<file path="src/clock_event_pkg.sv">
// constants, carrier types and rule summary for the clock event status read-out
// How it works
// - a status read clears each reported event flag the cycle after its data line is first driven.
// - the per-channel sync flag clears when the status read strobe drops.
// - each read reports a channel event once, and only if it really happened.
// - overflow and external events are reported on separate data bits.
// - enabled overflow drives accumulator data bit 0 during a status read.
// - both bus control outputs are asserted while status is presented.
// - timing pulse three of a status read clears the overflow flag if overflow is enabled.
// - three identical input channels, each with own pulse and level output.
// - a comparator rising edge gives one event pulse to the status logic.
// - the fired level output follows the comparator until it resets.
// - an event pulse sets its flag only if that channel is enabled.
// - read strobe leading edge copies flag into sync, sync drives the line.
package clock_event_pkg;

  localparam int NUM_CH = 3;
  localparam int AXI_AW = 4;
  localparam int ACC_W  = 12;

  localparam logic [AXI_AW-1:0] ENABLE_OFFSET = 4'h0;
  localparam logic [AXI_AW-1:0] STATUS_OFFSET = 4'h4;

  // accumulator bit positions
  localparam int OVF_BIT     = 0;
  localparam int CH1_BIT     = 11;
  localparam int CH_BIT_LOW  = 9;

  // status register field positions
  localparam int ST_OVF_POS   = 0;
  localparam int ST_FLAG_POS  = 1;
  localparam int ST_SYNC_POS  = 4;
  localparam int ST_FIRED_POS = 7;
  localparam int ST_OVFS_POS  = 10;
  localparam int ST_OVFEN_POS = 11;

  localparam logic [1:0] RESP_OKAY   = 2'h0;
  localparam logic [1:0] RESP_SLVERR = 2'h2;
  localparam logic [1:0] RESP_DECERR = 2'h3;

  localparam logic [31:0] RDATA_RESET = 32'h0000_0000;

  typedef struct packed {
    logic [AXI_AW-1:0] awaddr;
    logic              awvalid;
    logic [31:0]       wdata;
    logic [3:0]        wstrb;
    logic              wvalid;
    logic              bready;
    logic [AXI_AW-1:0] araddr;
    logic              arvalid;
    logic              rready;
  } axil_req_t;

  typedef struct packed {
    logic        awready;
    logic        wready;
    logic [1:0]  bresp;
    logic        bvalid;
    logic        arready;
    logic [31:0] rdata;
    logic [1:0]  rresp;
    logic        rvalid;
  } axil_rsp_t;

endpackage

</file>
<file path="src/clock_event_status.sv">
// status read-out of the real-time clock: event and overflow flags, cpu jam port, axi4-lite
`timescale 1ns/1ns
`default_nettype none

module clock_event_status
(
  input  wire logic                               clk_sys,
  input  wire logic                               rst_n,
  input  wire clock_event_pkg::axil_req_t         axil_req,
  output var  clock_event_pkg::axil_rsp_t         axil_rsp,
  input  wire logic                               clock_status_read,
  input  wire logic                               enable_load_instr,
  input  wire logic                               timing_pulse_three,
  input  wire logic                               system_init,
  input  wire logic [clock_event_pkg::ACC_W-1:0]  accum_in,
  input  wire logic                               counter_overflow,
  input  wire logic [clock_event_pkg::NUM_CH-1:0] comparator_fired,
  output logic      [clock_event_pkg::ACC_W-1:0]  accum_data_out,
  output logic                                    bus_ctl_0,
  output logic                                    bus_ctl_1,
  output logic      [clock_event_pkg::NUM_CH-1:0] input_event_pulse,
  output logic      [clock_event_pkg::NUM_CH-1:0] input_fired_level
);
  import clock_event_pkg::*;

  typedef struct packed {
    logic [NUM_CH-1:0] fire_s1;
    logic [NUM_CH-1:0] fire_s2;
    logic [NUM_CH-1:0] fire_s3;
    logic [NUM_CH-1:0] pulse;
    logic [NUM_CH-1:0] ch_en;
    logic [NUM_CH-1:0] evt_flag;
    logic [NUM_CH-1:0] evt_sync;
    logic              ovf_en;
    logic              ovf_flag;
    logic              ovf_sync;
    logic              strobe_q;
    logic              lead_q;
    logic [ACC_W-1:0]  data_out;
    logic              aw_got;
    logic [AXI_AW-1:0] awaddr;
    logic              w_got;
    logic [31:0]       wdata;
    logic [3:0]        wstrb;
    logic              bvalid;
    logic [1:0]        bresp;
    logic              rvalid;
    logic [31:0]       rdata;
    logic [1:0]        rresp;
  } state_t;

  localparam state_t STATE_RESET = '{
    fire_s1: '0, fire_s2: '0, fire_s3: '0, pulse: '0, ch_en: '0,
    evt_flag: '0, evt_sync: '0, ovf_en: 1'b0, ovf_flag: 1'b0, ovf_sync: 1'b0,
    strobe_q: 1'b0, lead_q: 1'b0, data_out: '0, aw_got: 1'b0, awaddr: '0,
    w_got: 1'b0, wdata: '0, wstrb: '0, bvalid: 1'b0, bresp: RESP_OKAY,
    rvalid: 1'b0, rdata: RDATA_RESET, rresp: RESP_OKAY};

  // channel 1 sits on the highest of the three accumulator channel bits
  function automatic logic [NUM_CH-1:0] word_to_ch(input logic [ACC_W-1:0] w);
    logic [NUM_CH-1:0] c;
    c = '0;
    for (int i = 0; i < NUM_CH; i++)
    begin
      c[i] = w[CH1_BIT-i];
    end
    return c;
  endfunction

  function automatic logic [ACC_W-1:0] ch_to_word(input logic [NUM_CH-1:0] c);
    logic [ACC_W-1:0] w;
    w = '0;
    for (int i = 0; i < NUM_CH; i++)
    begin
      w[CH1_BIT-i] = c[i];
    end
    return w;
  endfunction

  logic   rst_s1_r;
  logic   rst_sync_n_r;
  state_t state_r;
  state_t state_nxt;

  // reset release through two flops
  always_ff @(posedge clk_sys or negedge rst_n)
  begin
    if (!rst_n)
    begin
      rst_s1_r     <= 1'b0;
      rst_sync_n_r <= 1'b0;
    end
    else
    begin
      rst_s1_r     <= 1'b1;
      rst_sync_n_r <= rst_s1_r;
    end
  end

  logic              strobe_lead;
  logic              strobe_trail;
  logic [NUM_CH-1:0] evt_set;
  logic [NUM_CH-1:0] evt_clr;
  logic              ovf_clr;
  logic              do_write;
  logic [AXI_AW-1:0] wr_addr;
  logic [31:0]       wr_data;
  logic [3:0]        wr_strb;
  logic [31:0]       status_word;

  always_comb
  begin
    state_nxt    = state_r;
    strobe_lead  = clock_status_read && !state_r.strobe_q;
    strobe_trail = !clock_status_read && state_r.strobe_q;

    // comparator path: two-flop sync, then one more stage for the edge
    state_nxt.fire_s1 = comparator_fired;
    state_nxt.fire_s2 = state_r.fire_s1;
    state_nxt.fire_s3 = state_r.fire_s2;
    state_nxt.pulse   = state_r.fire_s2 & ~state_r.fire_s3;

    // a pulse only counts on an enabled channel
    evt_set = state_r.pulse & state_r.ch_en;
    // the cycle after the leading edge, reported channels are cleared
    evt_clr = state_r.lead_q ? state_r.evt_sync : '0;
    // set wins over clear, so an event during the clear is kept for next read
    state_nxt.evt_flag = (state_r.evt_flag & ~evt_clr) | evt_set;

    if (strobe_lead)
    begin
      state_nxt.evt_sync = state_r.evt_flag;
      state_nxt.ovf_sync = state_r.ovf_flag && state_r.ovf_en;
    end
    else if (strobe_trail)
    begin
      state_nxt.evt_sync = '0;
      state_nxt.ovf_sync = 1'b0;
    end
    state_nxt.strobe_q = clock_status_read;
    state_nxt.lead_q   = strobe_lead;

    ovf_clr = clock_status_read && timing_pulse_three && state_r.ovf_en;
    state_nxt.ovf_flag = (state_r.ovf_flag && !ovf_clr) || counter_overflow;

    if (system_init)
    begin
      state_nxt.evt_flag = '0;
      state_nxt.evt_sync = '0;
      state_nxt.ovf_flag = 1'b0;
      state_nxt.ovf_sync = 1'b0;
    end

    // jam data: overflow on bit 0, channels on their own bits
    state_nxt.data_out = '0;
    if (clock_status_read)
    begin
      state_nxt.data_out = ch_to_word(state_nxt.evt_sync);
      state_nxt.data_out[OVF_BIT] = state_nxt.ovf_sync;
    end

    // axi write: address and data taken in either order
    if (axil_req.awvalid && axil_rsp.awready)
    begin
      state_nxt.aw_got = 1'b1;
      state_nxt.awaddr = axil_req.awaddr;
    end
    if (axil_req.wvalid && axil_rsp.wready)
    begin
      state_nxt.w_got = 1'b1;
      state_nxt.wdata = axil_req.wdata;
      state_nxt.wstrb = axil_req.wstrb;
    end
    do_write = state_nxt.aw_got && state_nxt.w_got && !state_r.bvalid;
    wr_addr  = state_nxt.awaddr;
    wr_data  = state_nxt.wdata;
    wr_strb  = state_nxt.wstrb;
    if (do_write)
    begin
      state_nxt.aw_got = 1'b0;
      state_nxt.w_got  = 1'b0;
      state_nxt.bvalid = 1'b1;
      if (wr_addr[AXI_AW-1:2] == ENABLE_OFFSET[AXI_AW-1:2])
      begin
        state_nxt.bresp = RESP_OKAY;
        if (wr_strb[0])
        begin
          state_nxt.ovf_en = wr_data[OVF_BIT];
        end
        if (wr_strb[1])
        begin
          state_nxt.ch_en = word_to_ch(wr_data[ACC_W-1:0]);
        end
      end
      else if (wr_addr[AXI_AW-1:2] == STATUS_OFFSET[AXI_AW-1:2])
      begin
        state_nxt.bresp = RESP_SLVERR;
      end
      else
      begin
        state_nxt.bresp = RESP_DECERR;
      end
    end
    else if (state_r.bvalid && axil_req.bready)
    begin
      state_nxt.bvalid = 1'b0;
    end

    // enable load from the cpu wins over a bus write in the same cycle
    if (enable_load_instr)
    begin
      state_nxt.ovf_en = accum_in[OVF_BIT];
      state_nxt.ch_en  = word_to_ch(accum_in);
    end

    status_word = '0;
    status_word[ST_OVF_POS]                  = state_r.ovf_flag;
    status_word[ST_FLAG_POS +: NUM_CH]       = state_r.evt_flag;
    status_word[ST_SYNC_POS +: NUM_CH]       = state_r.evt_sync;
    status_word[ST_FIRED_POS +: NUM_CH]      = state_r.fire_s2;
    status_word[ST_OVFS_POS]                 = state_r.ovf_sync;
    status_word[ST_OVFEN_POS]                = state_r.ovf_en;

    if (axil_req.arvalid && axil_rsp.arready)
    begin
      state_nxt.rvalid = 1'b1;
      state_nxt.rresp  = RESP_OKAY;
      if (axil_req.araddr[AXI_AW-1:2] == ENABLE_OFFSET[AXI_AW-1:2])
      begin
        state_nxt.rdata = 32'(ch_to_word(state_r.ch_en));
        state_nxt.rdata[OVF_BIT] = state_r.ovf_en;
      end
      else if (axil_req.araddr[AXI_AW-1:2] == STATUS_OFFSET[AXI_AW-1:2])
      begin
        state_nxt.rdata = status_word;
      end
      else
      begin
        state_nxt.rdata = '0;
        state_nxt.rresp = RESP_DECERR;
      end
    end
    else if (state_r.rvalid && axil_req.rready)
    begin
      state_nxt.rvalid = 1'b0;
    end
  end

  always_ff @(posedge clk_sys or negedge rst_sync_n_r)
  begin
    if (!rst_sync_n_r)
    begin
      state_r <= STATE_RESET;
    end
    else
    begin
      state_r <= state_nxt;
    end
  end

  always_comb
  begin
    axil_rsp.awready = !state_r.aw_got && !state_r.bvalid;
    axil_rsp.wready  = !state_r.w_got && !state_r.bvalid;
    axil_rsp.bresp   = state_r.bresp;
    axil_rsp.bvalid  = state_r.bvalid;
    axil_rsp.arready = !state_r.rvalid;
    axil_rsp.rdata   = state_r.rdata;
    axil_rsp.rresp   = state_r.rresp;
    axil_rsp.rvalid  = state_r.rvalid;
  end

  assign accum_data_out    = state_r.data_out;
  assign bus_ctl_0         = state_r.strobe_q;
  assign bus_ctl_1         = state_r.strobe_q;
  assign input_event_pulse = state_r.pulse;
  assign input_fired_level = state_r.fire_s2;

endmodule // clock_event_status

`default_nettype wire

</file>
<file path="config.mk">
export PLATFORM = sky130hd
export DESIGN_NAME = clock_event_status
export DESIGN_NICKNAME = d
export VERILOG_FILES = /design/src/clock_event_pkg.sv /design/src/clock_event_status.sv
export SDC_FILE = /design/constraint.sdc
export NUM_CORES = 1
export LEC_CHECK = 0
export ABC_AREA = 1
export BUFFER_PORTS_ARGS = -buffer_cell sky130_fd_sc_hd__buf_2
export CAP_MARGIN = 20
export CORE_ASPECT_RATIO = 1.2
export CORE_MARGIN = 3
export CORE_UTILIZATION = 46
export CTS_CLUSTER_SIZE = 25
export DETAILED_ROUTE_END_ITERATION = 12
export PLACE_DENSITY_LB_ADDON = 0.08
export SYNTH_ARGS = -nofsm -noshare
export SYNTH_HDL_FRONTEND = slang
export SYNTH_SLANG_ARGS = --single-unit
export TNS_END_PERCENT = 30
</file>
<file path="constraint.sdc">
create_clock -name clk_sys -period 2.3 [get_ports clk_sys]
set_input_delay 0 -clock clk_sys [delete_from_list [all_inputs] [get_ports clk_sys]]
set_output_delay 0 -clock clk_sys [all_outputs]
set_load 0.005 [all_outputs]
</file>
==> run_results.csv, run 1 <==
group,metric,value,unit
floorplanning,die_y,91.4,um
flow_run,drv_cap,0,
grt,grt_max_degree,32,
critical_path,cp.arrival,1.61,ns
placed_design,place.gp.congestion,0.797,
critical_path,rrSetupSlack,0.94,ns
critical_path,r2r_cells,5,
sta,max_slew_margin,58.5,%
sta,post-route-min-period,1.36,ns
finish,areaGrowthSynthToFinish,17.2,%
finish,fin_area,0.00328,mm2
finish,num_antenna_cells,0,
clock_tree,clk_root_buffer_cell,"clkbuf_8",
placed_design,dpl.hpwl,3600,um
synth,synth_top_area_cell,"dfrtp_1",
finish,stdcell_count,426,
pwr,p_leak,1.71,nW
sta,fin_skew,0.00537,ns
sta,hold_viol,0,
pwr,vdd_drop_max,0.677,mV
sta,whs,0.00533,ns
drt,route.vias.total,1855,
clock_tree,cts_made_buffers,9,
clock_tree,clk_path_buf_depth,2,
clock_tree,cts_resized,0,
critical_path,cp-end-kind,"flip-flop",
sta,fmax,735,MHz
sta,rsz0062_at_grt,"no",
sta,worstMarginPinSlew,0.623,ns
finish,drive_gt1_share,30.3,%
worst_hold_path,worstHoldPathType,"primary input to flip-flop",
pwr,powerDensity,952,mW/mm2
sta,period_share,59.2,%
floorplanning,ios,132,
drt,drcViolationCount,0,
drt,drt_iter0_markers,75,
synth,synth.top_cell.area_share,52.8,%
synth,synth.distinct_cells,28,
clock_tree,clkTransAtPathRegs,0.06,ns
synth,syn_area_per_cell,9.84,um2
synth,synth_seq_cells,59,
finish,fin_nets,412,
drt,final_antenna_net_count,0,
grt,grt_pass1_wl,8490,um
finish,fill_cells,569,
critical_path,critical_path_class,"flip-flop to flip-flop",
grt,grt_util_all_layers,15.2,%
worst_hold_path,holdPathStages,4,
synth,ys_seq_area_share,52.8,%
clock_tree,cts_tree,"done",
sta,setup_viol,0,
synth,synth_warnings,0,
clock_tree,htree_levels,3,
floorplanning,coreArea,0.00578,mm2
grt,grt_pass1_vias,1884,
sta,maxSlewViolCount,0,
floorplanning,start_util,48.4,%
clock_tree,clk_latency,0.33,ns
critical_path,cp_max_fo,14,
finish,final_util,56.7,%
floorplanning,die-area,0.00705,mm2
floorplanning,die_w,77.2,um
outcome,status,"finished, final reports clean",
clock_tree,numClockSinks,59,
critical_path,start_kind,"flip-flop",
placed_design,io_buffer_count,61,
drt,avgRoutedWirePerCell,11.6,um
drt,drt-total-wl,4960,um
drt,dr.pass1.iters,4,
floorplanning,num_rows,30,
synth,synth_area,0.00280,mm2
synth,synthTopCellsByArea,"dfrtp_1 (53%), buf_4 (16%), nand2_1 (4.8%), nand3_1 (3.8%), inv_1 (3.5%)",
sta,fin_setup_tns,0,ns
drt,post_drt_via_cell_ratio,4.35,
placed_design,dpl_cell_area,0.00288,mm2
synth,synthCells,284,
grt,gr-total-overflow,0,
critical_path,cp.required,2.55,ns
grt,antenna_found_initial,0,
placed_design,place_inst,393,
## per-layer routing
| layer | routed length [um] | global-route usage [%] |
|---|---|---|
| met1 | 2080 | 18.5 |
| met2 | 2560 | 25.5 |
| met3 | 218 | 2.88 |
| met4 | 96 | 8.01 |
| met5 | 0 | 0 |
## per-stage QoR
step | worst slack (ns) | total power, W
2_1_floorplan | 0.536 | 0.00196
3_5_place_dp | 0.910 | 0.00207
3_3_place_gp | 0.915 | 0.00206
4_1_cts | 0.897 | 0.00316
6_report | 0.939 | 0.00312
5_1_grt | 0.795 | 0.00333
## cells in the final DEF (no fill, tap or decap), types with 2 or more instances in the layout
cell type and n:
conb_1 29, bufinv_16 2, dfrtp_1 58, and2_1 8
buf_2 61, nand2_2 9, nand3_1 21, nand3b_1 2
o21ai_0 9, a211oi_2 4, nor2_1 15, nor2_2 2
inv_2 2, clkbuf_8 11, a21oi_1 6, dlygate4sd3_1 17
o211ai_1 3, nand2_1 36, nor2_4 4, o21ai_1 2
inv_1 26, nand4_1 4, a32o_1 3
## synth_stat cells
cell type and number:
inv_2 2, nor2_2 2, nor2_1 15, a211oi_2 4, a21oi_4 1, inv_1 26
conb_1 2, nand2_2 9, o21ai_0 9, o21bai_1 1, o21ai_1 2, buf_2 2
a21oi_1 6, nand4_1 4, nand4_2 1, o211ai_1 3, inv_4 1, nand3_2 1
o21ai_2 1, nand2_4 1, a32o_1 3, and2_1 8, dfrtp_1 59, buf_4 58
nor2_4 4, nand2_1 36, nand3_1 21, nand3b_1 2
## state kept, by name (all words and copies together) (netlist names)
register	count
input_fired_level	3
state_nxt	3
rst_sync_n_r	1
input_event_pulse	3
accum_data_out	4
state_r	26
axil_rsp	17
rst_s1_r	1
bus_ctl_0	1
## what timing repair did
item,4_1_cts,5_1_grt
hold buffers,17,0
setup buffers,0,0
endpoints found under the hold margin,23,0
## cell families (layout without fill, tap and decap cells)
| logic type | Yosys count | count (layout) | share of synthesized area (%) |
|---|---|---|---|
| and+or+nand+nor | 104 | 104 | 19.1 |
| buffers and inverters | 89 | 124 | 19.9 |
| AOI/OAI and AO/OA | 30 | 30 | 7.88 |
| other | 2 | 29 | 0.269 |
| DFF | 59 | 59 | 52.8 |
## worst max-delay path, cell delays in order (launching register included)
cell     delay (ns)
dfrtp_1        0.41
nor2_4         0.19
inv_2          0.16
nor2_4         0.18
nand2_2        0.16
o21ai_0        0.18
## power breakdown
| group | internal [W] | total, W | switching [W] |
|---|---|---|---|
| Sequential | 0.00122 | 0.00135 | 0.000129 |
| Combinational | 0.000289 | 0.000706 | 0.000416 |
| Clock | 0.000668 | 0.00106 | 0.000392 |
## path summary, 6_finish.rpt
| kind | startpoint | to |
|---|---|---|
| setup / recovery | axil_rsp[0]$_DFFE_PN0P_ | axil_rsp[10]$_DFFE_PN0P_ |
| max in group asynchronous | rst_sync_n_r$_DFF_PN0_ | input_event_pulse[2]$_DFF_PN0_ |
| hold reg to reg | rst_sync_n_r$_DFF_PN0_ | input_fired_level[2]$_DFF_PN0_ |
| hold / removal | axil_req[12] | state_r[42]$_DFF_PN0_ |
| setup reg to reg | axil_rsp[0]$_DFFE_PN0P_ | axil_rsp[10]$_DFFE_PN0P_ |
| min in group asynchronous | rst_sync_n_r$_DFF_PN0_ | input_fired_level[2]$_DFF_PN0_ |
## final cells by class
| type | count | area, um2 | area share (%) |
|---|---|---|---|
| sequential | 59 | 1480 | 45.1 |
| multi-input combinational | 163 | 863 | 26.4 |
| timing repair buffer | 79 | 495 | 15.1 |
| clock buffer | 12 | 155 | 4.74 |
| inverter | 29 | 111 | 3.40 |
| tap | 80 | 100 | 3.06 |
| clock inverter | 4 | 72.6 | 2.22 |
No activity file was read; power rests on OpenSTA's default activity.
==> inputs of run 2 (changes only) <==
--- a/config.mk
+++ b/config.mk
@@ -10,7 +10,7 @@
 export CAP_MARGIN = 20
 export CORE_ASPECT_RATIO = 1.2
 export CORE_MARGIN = 3
-export CORE_UTILIZATION = 46
+export CORE_UTILIZATION = 42
 export CTS_CLUSTER_SIZE = 25
 export DETAILED_ROUTE_END_ITERATION = 12
 export PLACE_DENSITY_LB_ADDON = 0.08
==> constraint.sdc (replaced) <==
create_clock -name clk_sys -period 1.2 [get_ports clk_sys]
set_input_delay 0 -clock clk_sys [delete_from_list [all_inputs] [get_ports clk_sys]]
set_output_delay 0 -clock clk_sys [all_outputs]
set_load 0.005 [all_outputs]
==> run 2 against run 1 <==
Net effect:
- the flow now finishes with violations (negative setup slack)
- largest power group unchanged
- utilization decreased by 2.7 points
- highest routed layer unchanged
- setup slack lost 1.0 ns
- sequential share of layout area fell by 1.2 points
- flip-flop and latch count unchanged
- hold slack improved by 0.014 ns
- via count grew 3.6%
- first-iteration DRC count shrank 9.3%
==> run_results.csv, run 2 (synthesis gave the netlist of run 1 again) <==
group,metric,value,unit
critical_path,cp-end-kind,"flip-flop",
sta,post-route-min-period,1.29,ns
floorplanning,coreArea,0.00624,mm2
sta,fmax,775,MHz
flow_run,drv_cap,0,
drt,final_antenna_net_count,0,
sta,maxSlewViolCount,0,
critical_path,cp.arrival,1.50,ns
floorplanning,die_y,95.4,um
worst_hold_path,worstHoldPathType,"primary input to flip-flop",
clock_tree,clkTransAtPathRegs,0.06,ns
finish,largest_register_ffs,26,
outcome,status,"finished, violations left",
grt,grt_pass1_vias,1838,
pwr,vdd_drop_max,1.04,mV
clock_tree,cts_made_buffers,9,
grt,grt_max_degree,38,
sta,fin_ws,-0.0899,ns
drt,dr.pass1.iters,4,
outcome,violations,"negative setup slack",
floorplanning,die_w,80.5,um
sta,rsz0062_at_grt,"yes",
drt,drt_iter0_markers,68,
floorplanning,ios,132,
pwr,powerDensity,1770,mW/mm2
placed_design,dpl.hpwl,3900,um
sta,whs,0.0191,ns
critical_path,cp_common_cell,"nand2_1",
placed_design,place_inst,410,
floorplanning,num_rows,31,
critical_path,critical_path_class,"flip-flop to flip-flop",
clock_tree,htree_levels,3,
critical_path,worstPathCellList,"inv_2 > a21oi_4 > nor2_4 > inv_4 > nor2_2 > nand2_1 > nand2_1 > nand2_1",
sta,period_share,107,%
finish,final_common_cell,"buf_2",
finish,drive_gt1_share,34.1,%
critical_path,cp.required,1.41,ns
finish,areaGrowthSynthToFinish,20.5,%
critical_path,cp_max_fo,4,
critical_path,cp_top_family,"simple AND/OR/NAND/NOR gates",
drt,avgRoutedWirePerCell,11.8,um
finish,regMostFlops,"state_r",
clock_tree,clk_latency,0.33,ns
finish,mostFrequentLayoutCells,"buf_2 (61), dfrtp_1 (57), nand2_1 (35)",
critical_path,critPathBufInv,2,
finish,num_antenna_cells,0,
grt,antenna_found_initial,0,
finish,fin_nets,427,
grt,grt_pass1_wl,8470,um
drt,drt-total-wl,5240,um
clock_tree,clk_root_buffer_cell,"clkbuf_8",
floorplanning,start_util,44.8,%
drt,post_drt_via_cell_ratio,4.34,
sta,fin_setup_tns,-0.419,ns
clock_tree,numClockSinks,59,
placed_design,io_buffer_count,61,
grt,grt_util_all_layers,14.7,%
finish,stdcell_count,443,
clock_tree,clk_path_buf_depth,2,
pwr,p_leak,1.77,nW
clock_tree,cts_tree,"done",
critical_path,critPathSlowestCell,"dfrtp_2",
placed_design,place.gp.congestion,0.770,
sta,fin_skew,0.00747,ns
drt,drcViolationCount,0,
drt,route.vias.total,1922,
critical_path,max_stage_delay,0.45,ns
sta,hold_viol,0,
sta,setup_viol,6,
floorplanning,die-area,0.00767,mm2
grt,gr-total-overflow,0,
critical_path,start_kind,"flip-flop",
run 2: changes by cell type in the layout (fill, tap and decap cells not counted), sizes merged:
cell	delta
bufinv	-2
clkinv	+1
clkinvlp	-1
dlygate4sd3	-1
buf	+16
clkbuf	+2
run 2: worst min-delay path: stages:
cell	delay, ns
buf_2	0.08
inv_1	0.03
nand3_1	0.08
and2_1	0.12
run 2: timing repair:
| item | 4_1_cts | 5_1_grt |
|---|---|---|
| setup buffers | 0 | 1 |
| gates resized for setup | 2 | 4 |
| pin swaps | 3 | 6 |
| hold buffers | 16 | 0 |
| endpoints found under the setup margin | 6 | 12 |
| hold endpoints to repair | 23 | 0 |
run 2: metal layers:
| layer | part of all wire (%) | wire (um) | vias up | global-route usage [%] |
|---|---|---|---|---|
| met2 | 51 | 2650 | 52 | 24.3 |
| li1 | - | - | 967 | - |
| met3 | 5.7 | 297 | 4 | 5.10 |
| met5 | 0 | 0 | - | 0 |
| met1 | 43 | 2250 | 899 | 17.8 |
| met4 | 0.92 | 48 | 0 | 5.07 |
run 2: path summary, 6_finish.rpt:
| path | slack (ns) | endpoint | start | cells past startpoint |
|---|---|---|---|---|
| worst max-delay path | -0.09 | state_r[96]$_DFFE_PN0P_ | axil_rsp[36]$_DFFE_PN0P_ | 8 |
| worst min-delay path | 0.02 | state_r[51]$_DFF_PN0_ | axil_req[21] | 4 |
| worst max register to register | -0.09 | state_r[96]$_DFFE_PN0P_ | axil_rsp[36]$_DFFE_PN0P_ | 8 |
| worst min register to register | 0.24 | state_nxt[114]$_DFF_PN0_ | rst_sync_n_r$_DFF_PN0_ | 1 |
| max in group asynchronous | 0.56 | rst_sync_n_r$_DFF_PN0_ | rst_n | 3 |
| min in group asynchronous | 0.24 | state_nxt[114]$_DFF_PN0_ | rst_sync_n_r$_DFF_PN0_ | 1 |
run 2: where the power goes:
group          internal, W  switching, W
clock             0.000913      0.000724
combinational     0.000803      0.000924
sequential         0.00235      0.000240
total              0.00407       0.00189
run 2: layout make-up:
class | count | area, um2
clock buffers | 14 | 173
repair buffers | 94 | 606
inverters | 29 | 111
well taps | 82 | 103
clock inverters | 2 | 10.0
flip-flops and latches | 59 | 1480
multi-input cells | 163 | 888
fillers | 591 | 2880
run 2: metrics by stage:
step	power, W	instance area (um2)	setup slack [ns]	util (%)
after floorplan	0.00375	2900	-0.00382	-
after global placement	0.00423	2990	-0.0589	47.9
after detailed placement	0.00424	2990	-0.0895	47.9
after CTS	0.00600	3340	-0.0746	53.5
after global routing	0.00639	3370	-0.193	54.0
final	0.00595	3370	-0.0899	54.0
==> inputs of run 3 (changes only) <==
--- a/config.mk
+++ b/config.mk
@@ -9,7 +9,6 @@
 export BUFFER_PORTS_ARGS = -buffer_cell sky130_fd_sc_hd__buf_2
 export CAP_MARGIN = 20
 export CORE_ASPECT_RATIO = 1.2
-export CORE_MARGIN = 3
 export CORE_UTILIZATION = 42
 export CTS_CLUSTER_SIZE = 25
 export DETAILED_ROUTE_END_ITERATION = 12
==> run 3 against run 2 <==
Net effect:
- the run still ends with negative setup slack left
- register-to-register slack about the same
- sequential share of layout area decreased by 0.56 points
- wire length decreased by 2.5%
- sequential power about the same
- clock skew decreased by 0.0015 ns
- clock power decreased by 4%
- hold slack got worse by 0.0060 ns
- critical path type unchanged
- highest routed layer unchanged
==> run_results.csv, run 3 (synthesis gave the netlist of run 1 again) <==
group,metric,value,unit
outcome,status,"finished, violations left",
outcome,violations,"negative setup slack",
grt,grt_pass1_wl,8340,um
clock_tree,cts_made_buffers,9,
critical_path,r2r_end,"state_r[96]$_DFFE_PN0P_",
floorplanning,die_w,76.5,um
critical_path,critical_path_class,"flip-flop to flip-flop",
critical_path,cp.required,1.42,ns
sta,setup_viol,8,
critical_path,cp_top_family,"flip-flops",
finish,areaGrowthSynthToFinish,22.1,%
critical_path,path_depth,8,
clock_tree,clk_latency,0.33,ns
critical_path,timing.rr.start,"axil_rsp[36]$_DFFE_PN0P_",
worst_hold_path,worstHoldPathType,"primary input to flip-flop",
sta,fmax,773,MHz
critical_path,cp_max_fo,4,
drt,drt-total-wl,5110,um
critical_path,endpoint,"state_r[96]$_DFFE_PN0P_",
floorplanning,die_y,91.4,um
critical_path,r2r_cells,8,
critical_path,start_kind,"flip-flop",
grt,grt_max_degree,58,
sta,maxSlewViolCount,0,
floorplanning,coreArea,0.00645,mm2
placed_design,place.gp.congestion,0.764,
critical_path,rrSetupSlack,-0.09,ns
grt,grt_pass1_vias,1863,
floorplanning,die-area,0.00699,mm2
finish,drive_gt1_share,35.4,%
sta,rsz0062_at_grt,"yes",
finish,fin_nets,426,
finish,fin_area,0.00341,mm2
finish,mostFrequentLayoutCells,"buf_2 (61), dfrtp_1 (57), nand2_1 (33)",
placed_design,dpl.hpwl,3590,um
sta,whs,0.0131,ns
clock_tree,htree_levels,3,
grt,gr-total-overflow,0,
critical_path,critPathBufInv,2,
floorplanning,ios,132,
clock_tree,clk_path_buf_depth,2,
clock_tree,cts_tree,"done",
critical_path,cp.arrival,1.51,ns
pwr,p_total,0.00610,W
clock_tree,clkTransAtPathRegs,0.06,ns
placed_design,dpl_cell_area,0.00297,mm2
finish,num_antenna_cells,0,
grt,grt_util_all_layers,15.7,%
sta,post-route-min-period,1.29,ns
sta,fin_ws,-0.0931,ns
sta,fin_setup_tns,-0.463,ns
drt,final_antenna_net_count,0,
drt,dr.pass1.iters,4,
critical_path,max_stage_delay,0.47,ns
finish,regMostFlops,"state_r",
critical_path,cp_common_cell,"nand2_1",
critical_path,cp-end-kind,"flip-flop",
drt,post_drt_via_cell_ratio,4.34,
finish,final_common_cell,"buf_2",
clock_tree,clk_root_buffer_cell,"clkbuf_8",
placed_design,io_buffer_count,61,
finish,largest_register_ffs,26,
finish,final_util,53.0,%
clock_tree,numClockSinks,59,
critical_path,critPathSlowestCell,"dfrtp_2",
drt,avgRoutedWirePerCell,11.5,um
drt,drcViolationCount,0,
critical_path,worstPathCellList,"inv_4 > o21ai_4 > nor2_4 > inv_4 > nor2_4 > nand2_1 > nand2_1 > nand2_1",
sta,hold_viol,0,
pwr,vdd_drop_max,0.978,mV
sta,period_share,108,%
drt,drt_iter0_markers,93,
pwr,p_leak,1.79,nW
grt,antenna_found_initial,0,
pwr,powerDensity,1790,mW/mm2
floorplanning,num_rows,32,
floorplanning,start_util,43.4,%
flow_run,drv_cap,0,
critical_path,startpoint,"axil_rsp[36]$_DFFE_PN0P_",
sta,fin_skew,0.00593,ns
drt,route.vias.total,1928,
## run 3: cell types whose count changed in the layout (fill, tap and decap cells not counted), moves of 2 or more
| cell | previous run | this run |
|---|---|---|
| buf_4 | 16 | 10 |
| nand2_1 | 35 | 33 |
| nand2_4 | 2 | 4 |
| buf_6 | 0 | 5 |
## run 3: report_power, final
part	switching [W]	leakage, nW	internal [W]
Combinational	0.000999	0.958	0.000925
Clock	0.000730	0.0920	0.000840
Sequential	0.000259	0.739	0.00235
## run 3: layer usage
metal  track usage (%)  part of all wire [%]  up-vias
li1                  -                     -      965
met1              17.7                    43      893
met2              26.9                    50       61
met3              5.03                   5.0        9
met4              7.21                   1.8        0
met5                 0                     0        -
## run 3: worst min-delay path by stage
stage | slack (ns) | end | depth (start not counted) | startpoint
after detailed placement | -0.21 | rst_s1_r$_DFF_PN0_ | 1 | rst_n
after global placement | -0.21 | rst_s1_r$_DFF_PN0_ | 1 | rst_n
after floorplan | -0.30 | rst_s1_r$_DFF_PN0_ | 0 | rst_n
final | 0.01 | state_r[52]$_DFF_PN0_ | 4 | axil_req[22]
after global routing | 0.02 | state_r[51]$_DFF_PN0_ | 4 | axil_req[21]
after CTS | 0.005 | state_r[52]$_DFF_PN0_ | 4 | axil_req[22]
## run 3: metrics by stage
stage               worst slack [ns]  instances
floorplan                   -0.00382        311
global placement             -0.0696        409
detailed placement            -0.124        409
CTS                          -0.0942        444
global route                  -0.168        444
finish                       -0.0931        444
## run 3: timing repair
| item | CTS | global route |
|---|---|---|
| hold endpoints to repair | 21 | 0 |
| buffers inserted | 4 | 1 |
| hold buffers | 16 | 0 |
| resized for setup | 4 | 18 |
| endpoints found under the setup margin | 6 | 19 |
| pin swaps | 6 | 8 |
## run 3: layout make-up
class | instances | area [um2]
fill | 598 | 3030
sequential | 59 | 1480
multi-input combinational | 163 | 927
timing repair buffer | 93 | 617
clock buffer | 12 | 155
inverter | 29 | 114
tap | 85 | 106
clock inverter | 3 | 15.0
## run 3: worst register-to-register path, cell delays in order, from the launching register on
cell and delay [ns]:
dfrtp_2 0.47, inv_4 0.11, o21ai_4 0.06, nor2_4 0.20
inv_4 0.07, nor2_4 0.12, nand2_1 0.06, nand2_1 0.05
nand2_1 0.04
